`config.mk`:
```
export PLATFORM = sky130hd
export DESIGN_NAME = serial_switch_control_latch
export DESIGN_NICKNAME = d
export VERILOG_FILES = /design/src/switch_latch_pkg.sv /design/src/hold_latch.sv /design/src/serial_switch_control_latch.sv
export SDC_FILE = /design/constraint.sdc
export NUM_CORES = 1
export LEC_CHECK = 0
export BUFFER_PORTS_ARGS = -buffer_cell sky130_fd_sc_hd__buf_2
export CAP_MARGIN = 40
export CORE_ASPECT_RATIO = 1.2
export CORE_UTILIZATION = 50
export CTS_CLUSTER_SIZE = 25
export DETAILED_ROUTE_END_ITERATION = 8
export PLACE_DENSITY_LB_ADDON = 0.2
export SKIP_LAST_GASP = 1
export SLEW_MARGIN = 40
export SYNTH_ARGS = -nofsm -noshare
export SYNTH_HDL_FRONTEND = slang
export SYNTH_SLANG_ARGS = --single-unit
```
`constraint.sdc`:
```
create_clock -name i_clk_sys -period 1 [get_ports i_clk_sys]
set_input_delay 0.2 -clock i_clk_sys [delete_from_list [all_inputs] [get_ports i_clk_sys]]
set_output_delay 0.2 -clock i_clk_sys [all_outputs]
set_load 0.01 [all_outputs]
```
`src/switch_latch_pkg.sv`:
```
package switch_latch_pkg;

  localparam int CHANNEL_COUNT = 8;
  localparam logic [7:0] SHIFT_RESET = 8'h00;
  localparam logic [7:0] CHANNELS_RESET = 8'h00;
  localparam int LAST_STAGE = 7;
  localparam int RESET_SYNC_STAGES = 2;

  typedef struct packed {
    logic data;
    logic clk;
    logic hold_strobe_n;
  } serial_in_s;

  // Idle levels, so no false shift edge follows reset
  localparam serial_in_s PINS_RESET = '{data: 1'h0, clk: 1'h0, hold_strobe_n: 1'h1};

endpackage : switch_latch_pkg

```
`src/hold_latch.sv`:
```
`timescale 1ns/1ps
module hold_latch
  import switch_latch_pkg::*;
#(
  parameter int WIDTH = 8
) (
  input wire logic i_clk_sys,
  input wire logic i_rst_n,
  input wire logic [WIDTH-1:0] i_shift,
  input wire logic i_hold_strobe_n,
  output logic [WIDTH-1:0] o_latched
);

  // Transparent while strobe low; keeps last value while high
  always_ff @(posedge i_clk_sys or negedge i_rst_n) begin
    if (!i_rst_n) begin
      o_latched <= WIDTH'(CHANNELS_RESET);
    end else if (!i_hold_strobe_n) begin
      o_latched <= i_shift;
    end
  end

endmodule : hold_latch

```
`src/serial_switch_control_latch.sv`:
```
// Operation
// - Serial input sampled, register shifted on each shift clock rising edge.
// - Eight-bit shift register feeds eight-bit latch driving switch channels.
// - Hold strobe low: latch transparent, shift contents reach channels.
// - Hold strobe rising: latch captures and keeps states while high.
// - Hold strobe high: shifting changes only shift register, never channels.
// - Each channel follows only its own latched bit.
// - Serial output high when channel 7 control bit would turn it on.
`timescale 1ns/1ps
module serial_switch_control_latch
  import switch_latch_pkg::*;
#(
  parameter int WIDTH = CHANNEL_COUNT
) (
  input wire logic i_clk_sys,
  input wire logic i_rst_n,
  input wire logic i_serial_data,
  input wire logic i_shift_clk,
  input wire logic i_hold_strobe_n,
  output logic [WIDTH-1:0] o_channel_on,
  output logic o_serial_out
);

  ////////////////////////////////////////////////////////////////////////////
  // Helpers
  // One-cycle edge on a sampled level; both pins use it
  function automatic logic rising(
    input logic level_now,
    input logic level_before
  );
    return level_now && !level_before;
  endfunction : rising

  // Newest bit enters position zero, oldest leaves the top
  function automatic logic [WIDTH-1:0] shift_in(
    input logic [WIDTH-1:0] word,
    input logic bit_in
  );
    return {word[WIDTH-2:0], bit_in};
  endfunction : shift_in

  ////////////////////////////////////////////////////////////////////////////
  // Reset release
  logic [RESET_SYNC_STAGES-1:0] rst_sync;
  logic rst_n;

  always_ff @(posedge i_clk_sys or negedge i_rst_n) begin
    if (!i_rst_n) begin
      rst_sync <= '0;
    end else begin
      rst_sync <= {rst_sync[RESET_SYNC_STAGES-2:0], 1'h1};
    end
  end

  // Only the last stage is read; the first may still be settling
  assign rst_n = rst_sync[RESET_SYNC_STAGES-1];

  ////////////////////////////////////////////////////////////////////////////
  // Input capture; pins treated as synchronous to the system clock
  serial_in_s pins;
  serial_in_s pins_q;

  assign pins = '{data: i_serial_data, clk: i_shift_clk, hold_strobe_n: i_hold_strobe_n};

  always_ff @(posedge i_clk_sys or negedge rst_n) begin
    if (!rst_n) begin
      pins_q <= PINS_RESET;
    end else begin
      pins_q <= pins;
    end
  end

  // Edge found from registered copy, data taken with the edge
  logic shift_edge;
  logic strobe_rise;
  assign shift_edge = rising(pins.clk, pins_q.clk);
  // Strobe rise is watched by checks only; the latch reads the level
  assign strobe_rise = rising(pins.hold_strobe_n, pins_q.hold_strobe_n);

  ////////////////////////////////////////////////////////////////////////////
  // Shift register, bit 0 enters first position
  logic [WIDTH-1:0] shift_reg;
  logic [WIDTH-1:0] next_shift;

  assign next_shift = shift_in(shift_reg, pins.data);

  always_ff @(posedge i_clk_sys or negedge rst_n) begin
    if (!rst_n) begin
      shift_reg <= WIDTH'(SHIFT_RESET);
    end else if (shift_edge) begin
      shift_reg <= next_shift;
    end
  end

  // Shifts taken while held; feeds checks only, saturates at one word
  localparam int COUNT_W = $clog2(WIDTH + 1);
  logic [COUNT_W-1:0] held_shifts;

  always_ff @(posedge i_clk_sys or negedge rst_n) begin
    if (!rst_n) begin
      held_shifts <= '0;
    end else if (!pins.hold_strobe_n) begin
      held_shifts <= '0;
    end else if (shift_edge && (held_shifts != COUNT_W'(WIDTH))) begin
      held_shifts <= held_shifts + COUNT_W'(1);
    end
  end

  ////////////////////////////////////////////////////////////////////////////
  // Latch stage; clocked copy, so channels lag the register by two cycles
  logic [WIDTH-1:0] latched;

  // Strobe level goes straight in, so a hold takes effect on the same edge
  hold_latch #(
    .WIDTH(WIDTH)
  ) u_latch (
    .i_clk_sys(i_clk_sys),
    .i_rst_n(rst_n),
    .i_shift(shift_reg),
    .i_hold_strobe_n(pins.hold_strobe_n),
    .o_latched(latched)
  );

  ////////////////////////////////////////////////////////////////////////////
  // Outputs, one flop each; bit n drives channel n, one means on
  // Registered so a channel never sees the latch mid-update
  always_ff @(posedge i_clk_sys or negedge rst_n) begin
    if (!rst_n) begin
      o_channel_on <= WIDTH'(CHANNELS_RESET);
    end else begin
      o_channel_on <= latched;
    end
  end

  // Last stage for cascading, tracks channel 7 control
  always_ff @(posedge i_clk_sys or negedge rst_n) begin
    if (!rst_n) begin
      o_serial_out <= 1'h0;
    end else begin
      o_serial_out <= latched[LAST_STAGE];
    end
  end

  ////////////////////////////////////////////////////////////////////////////
  // Checks
  // Shift edge at E, latch at E+1, channels at E+2
  chk_shift_advance: assert property (@(posedge i_clk_sys) disable iff (!rst_n)
    shift_edge |=> shift_reg == shift_in($past(shift_reg), $past(i_serial_data)))
    else $error("shift register did not advance on shift edge");

  chk_shift_idle: assert property (@(posedge i_clk_sys) disable iff (!rst_n)
    !shift_edge |=> $stable(shift_reg))
    else $error("shift register moved without shift edge");

  chk_transparent: assert property (@(posedge i_clk_sys) disable iff (!rst_n)
    !i_hold_strobe_n |=> ##1 o_channel_on == $past(shift_reg, 2))
    else $error("channels not following shift register while strobe low");

  chk_hold_capture: assert property (@(posedge i_clk_sys) disable iff (!rst_n)
    $rose(i_hold_strobe_n) |=> latched == $past(latched))
    else $error("latch not held on strobe rise");

  chk_hold_stable: assert property (@(posedge i_clk_sys) disable iff (!rst_n)
    (i_hold_strobe_n && shift_edge) |=> $stable(latched))
    else $error("shifting changed switch state while held");

  chk_channel_map: assert property (@(posedge i_clk_sys) disable iff (!rst_n)
    1'h1 |=> o_channel_on == $past(latched))
    else $error("channel output not equal to its latched bit");

  chk_serial_out: assert property (@(posedge i_clk_sys) disable iff (!rst_n)
    o_serial_out == o_channel_on[LAST_STAGE])
    else $error("serial output differs from channel 7 state");

  chk_bit_order: assert property (@(posedge i_clk_sys) disable iff (!rst_n)
    shift_edge |=> shift_reg[0] == $past(i_serial_data))
    else $error("new bit did not enter position zero");

  chk_capture_value: assert property (@(posedge i_clk_sys) disable iff (!rst_n)
    strobe_rise |=> latched == $past(shift_reg, 2))
    else $error("latch did not keep the word present at strobe rise");

  chk_latch_follow: assert property (@(posedge i_clk_sys) disable iff (!rst_n)
    !pins.hold_strobe_n |=> latched == $past(shift_reg))
    else $error("latch not transparent while strobe low");

  chk_latch_held: assert property (@(posedge i_clk_sys) disable iff (!rst_n)
    i_hold_strobe_n |=> $stable(latched))
    else $error("latch changed while strobe high");

  chk_channels_held: assert property (@(posedge i_clk_sys) disable iff (!rst_n)
    i_hold_strobe_n |=> ##1 $stable(o_channel_on))
    else $error("channel outputs changed while strobe high");

  chk_serial_held: assert property (@(posedge i_clk_sys) disable iff (!rst_n)
    i_hold_strobe_n |=> ##1 $stable(o_serial_out))
    else $error("serial output changed while strobe high");

  chk_level_no_shift: assert property (@(posedge i_clk_sys) disable iff (!rst_n)
    (pins.clk && pins_q.clk) |=> $stable(shift_reg))
    else $error("shift register moved while shift clock stayed high");

  chk_serial_track: assert property (@(posedge i_clk_sys) disable iff (!rst_n)
    1'h1 |=> o_serial_out == $past(latched[LAST_STAGE]))
    else $error("serial output not following channel 7 control");

  chk_top_stage: assert property (@(posedge i_clk_sys) disable iff (!rst_n)
    shift_edge |=> shift_reg[WIDTH-1] == $past(shift_reg[WIDTH-2]))
    else $error("top stage did not take the bit below it");

  // Reset clears every stage so no channel turns on before the first load
  chk_reset_off: assert property (@(posedge i_clk_sys)
    !rst_n |-> (shift_reg == WIDTH'(SHIFT_RESET))
      && (o_channel_on == WIDTH'(CHANNELS_RESET)) && !o_serial_out)
    else $error("outputs not cleared during reset");

  cov_shift: cover property (@(posedge i_clk_sys) disable iff (!rst_n) shift_edge);
  cov_hold_shift: cover property (@(posedge i_clk_sys) disable iff (!rst_n)
    i_hold_strobe_n && shift_edge);
  cov_ch7_on: cover property (@(posedge i_clk_sys) disable iff (!rst_n) $rose(o_serial_out));
  cov_strobe_rise: cover property (@(posedge i_clk_sys) disable iff (!rst_n) strobe_rise);
  cov_full_held_word: cover property (@(posedge i_clk_sys) disable iff (!rst_n)
    held_shifts == COUNT_W'(WIDTH));

endmodule : serial_switch_control_latch

```
==> impl_metrics.csv <==
group,metric,value,unit
die,fp-row-count,16,
timing,tns,-0.818,ns
placement,dp_slack,-0.0697,ns
cts,ctsHoldBuffers,1,
grt,grt_pass1_vias,448,
die,ioPinCount,14,
logic_synthesis,synth.distinct_cells,8,
min_path,worstHoldEndpoint,"pins_q[1]",
die,start_util,55.1,%
die,dieArea,0.00203,mm²
routing,wl_per_cell,13.0,µm
logic_synthesis,ys_seq_area_share,72.9,%
die,die_w,41.3,µm
placement,dpl-instance-area,0.00102,mm²
power_and_ir_drop,leakagePower,0.515,nW
cts,cts_tree,"done",
grt,antenna_found_initial,0,
cells_and_area,nets,71,
min_path,worstHoldPathCells,1,
timing,finalSetupViolations,17,
cells_and_area,drive_above_1_share,53.8,%
setup_path,ff2ff_setup_slack,-0.08,ns
routing,remaining_drc_errors,0,
timing,fin_ws,-0.0805,ns
routing,ant_nets,0,
timing,fin_skew,0.00178,ns
outcome,outcome,"complete, but fails checks",
cts,clk_path_buf_depth,2,
setup_path,r2r_cells,3,
min_path,hp-start,"i_shift_clk",
cts,cts.sinks,27,
cells_and_area,multiInputGateArea,228,µm²
cells_and_area,register_area,676,µm²
setup_path,reg2reg_to,"shift_reg[3]",
logic_synthesis,ys_ff_latch,27,
setup_path,cp.required,1.21,ns
grt,grt_max_degree,26,
setup_path,cp_max_fo,8,
die,core,0.00168,mm²
logic_synthesis,syn_nets,53,
timing,period_needed,1.08,ns
cts,htree_levels,1,
logic_synthesis,syn_avg_cell_area,19.3,µm²
setup_path,r2r_start,"pins_q[1]",
setup_path,cp.arrival,1.29,ns
cts,clock-root-buffer,"clkbuf_4",
power_and_ir_drop,power_density,2590,mW/mm²
cells_and_area,num_antenna_cells,0,
routing,viasPerCell,5.02,
timing,grt_setup_unrepaired,"true",
grt,grt_pass1_wl,1950,µm
routing,vias,417,
timing,hold_viol_final,0,
cts,numCtsBuffers,3,
power_and_ir_drop,total_power,0.00275,W
min_path,min_path_type,"in2reg",
power_and_ir_drop,ir_drop,1.30,mV
setup_path,crit_type,"reg2reg",
logic_synthesis,netlist_area,927,µm²
logic_synthesis,yosysWarnings,0,
die,die_h,49.2,µm
cells_and_area,area_growth_syn_to_layout,14.4,%
timing,period_share,108,%
routing,drt-initial-drc-count,0,
placement,globalplace.congestion,0.628,
placement,port_buffers,13,
routing,routed_wl,1080,µm
setup_path,cp-end-kind,"flip-flop",
run,cap_violations,0,
timing,timing.hold.ws,0.00578,ns
cells_and_area,fill_cells,139,
grt,grt_overflow,0,
cts,cts.clk_slew.worst_paths,0.12,ns
timing,maxSlewViolCount,0,
cts,insertion_delay,0.31,ns
setup_path,start_kind,"flip-flop",
routing,first_pass_iters,1,
cells_and_area,stdcell_area,0.00106,mm²
outcome,violations,"negative setup slack",
setup_path,crit_path_start,"pins_q[1]",
grt,grt_use_total,14.5,%
timing,timing.fmax,926,MHz
logic_synthesis,synthCells,48,
cell families after synthesis:
group,synth area share [%]
other cells,0.404
simple gates,1.48
flops,72.9
buf+inv,2.56
mux,22.7
how the worst max path moves through the flow:
stage                               to  slack, ns
after floorplan           shift_reg[0]      -0.04
after global placement    shift_reg[3]      -0.05
after detailed placement  shift_reg[0]      -0.07
after CTS                 shift_reg[4]      -0.09
after global routing      shift_reg[5]      -0.11
final                     shift_reg[3]      -0.08
Yosys cell counts:
cell | n | area share [%]
dfrtp_1 | 27 | 73
mux2_2 | 8 | 9.7
mux2_4 | 8 | 13
buf_2 | 1 | 0.54
buf_4 | 1 | 0.81
buf_6 | 1 | 1.2
conb_1 | 1 | 0.40
nor2b_4 | 1 | 1.5
per-layer routing:
metal | track usage, % | routed length [µm] | share of wire (%) | vias to the layer above
li1 | - | - | - | 193
met5 | 0 | 0 | 0 | -
met4 | 6.45 | 21 | 1.9 | 0
met1 | 21.2 | 510 | 47 | 210
met2 | 20.6 | 509 | 47 | 12
met3 | 2.74 | 35 | 3.2 | 2
report_power, final:
group	internal (W)	switching, W
clock	0.000156	0.000278
combinational	0.000417	0.000222
sequential	0.00148	0.000191
total	0.00206	0.000691
area by class of cell:
class / instances / area share [%]
clock buffers: 4 / 2.48
multi-input cells: 18 / 21.5
flip-flops and latches: 27 / 63.7
well taps: 18 / 2.12
repair buffers: 16 / 10.3
through the flow:
| stage | utilization (%) | instances |
|---|---|---|
| finish | 63.1 | 83 |
| detailed placement | 60.6 | 78 |
| CTS | 62.7 | 83 |
| global route | 63.1 | 83 |
| floorplan | - | 48 |
| global placement | 60.6 | 78 |
worst max-delay path, cell delays in order (launching register included):
cell	delay [ns]
dfrtp_1	0.41
nor2b_4	0.13
buf_12	0.14
mux2_4	0.29
placed cells by master, fill, tap and decap left out:
cell type,synthesis,final
buf_2,1,12
mux2_2,8,8
buf_4,1,1
buf_12,0,1
buf_6,1,1
clkbuf_1,0,1
nor2b_4,1,1
dlygate4sd3_1,0,1
clkbuf_4,0,3
mux2_4,8,8
dfrtp_1,27,27
conb_1,1,1
timing repair:
item                                    CTS  global route
pin swaps                                 0             0
cloned                                    0             0
setup buffers                             0             0
hold endpoints to repair                  3             1
endpoints found under the setup margin   17            17
gates resized for setup                   0             1
Power figures use the tool's default switching activity.
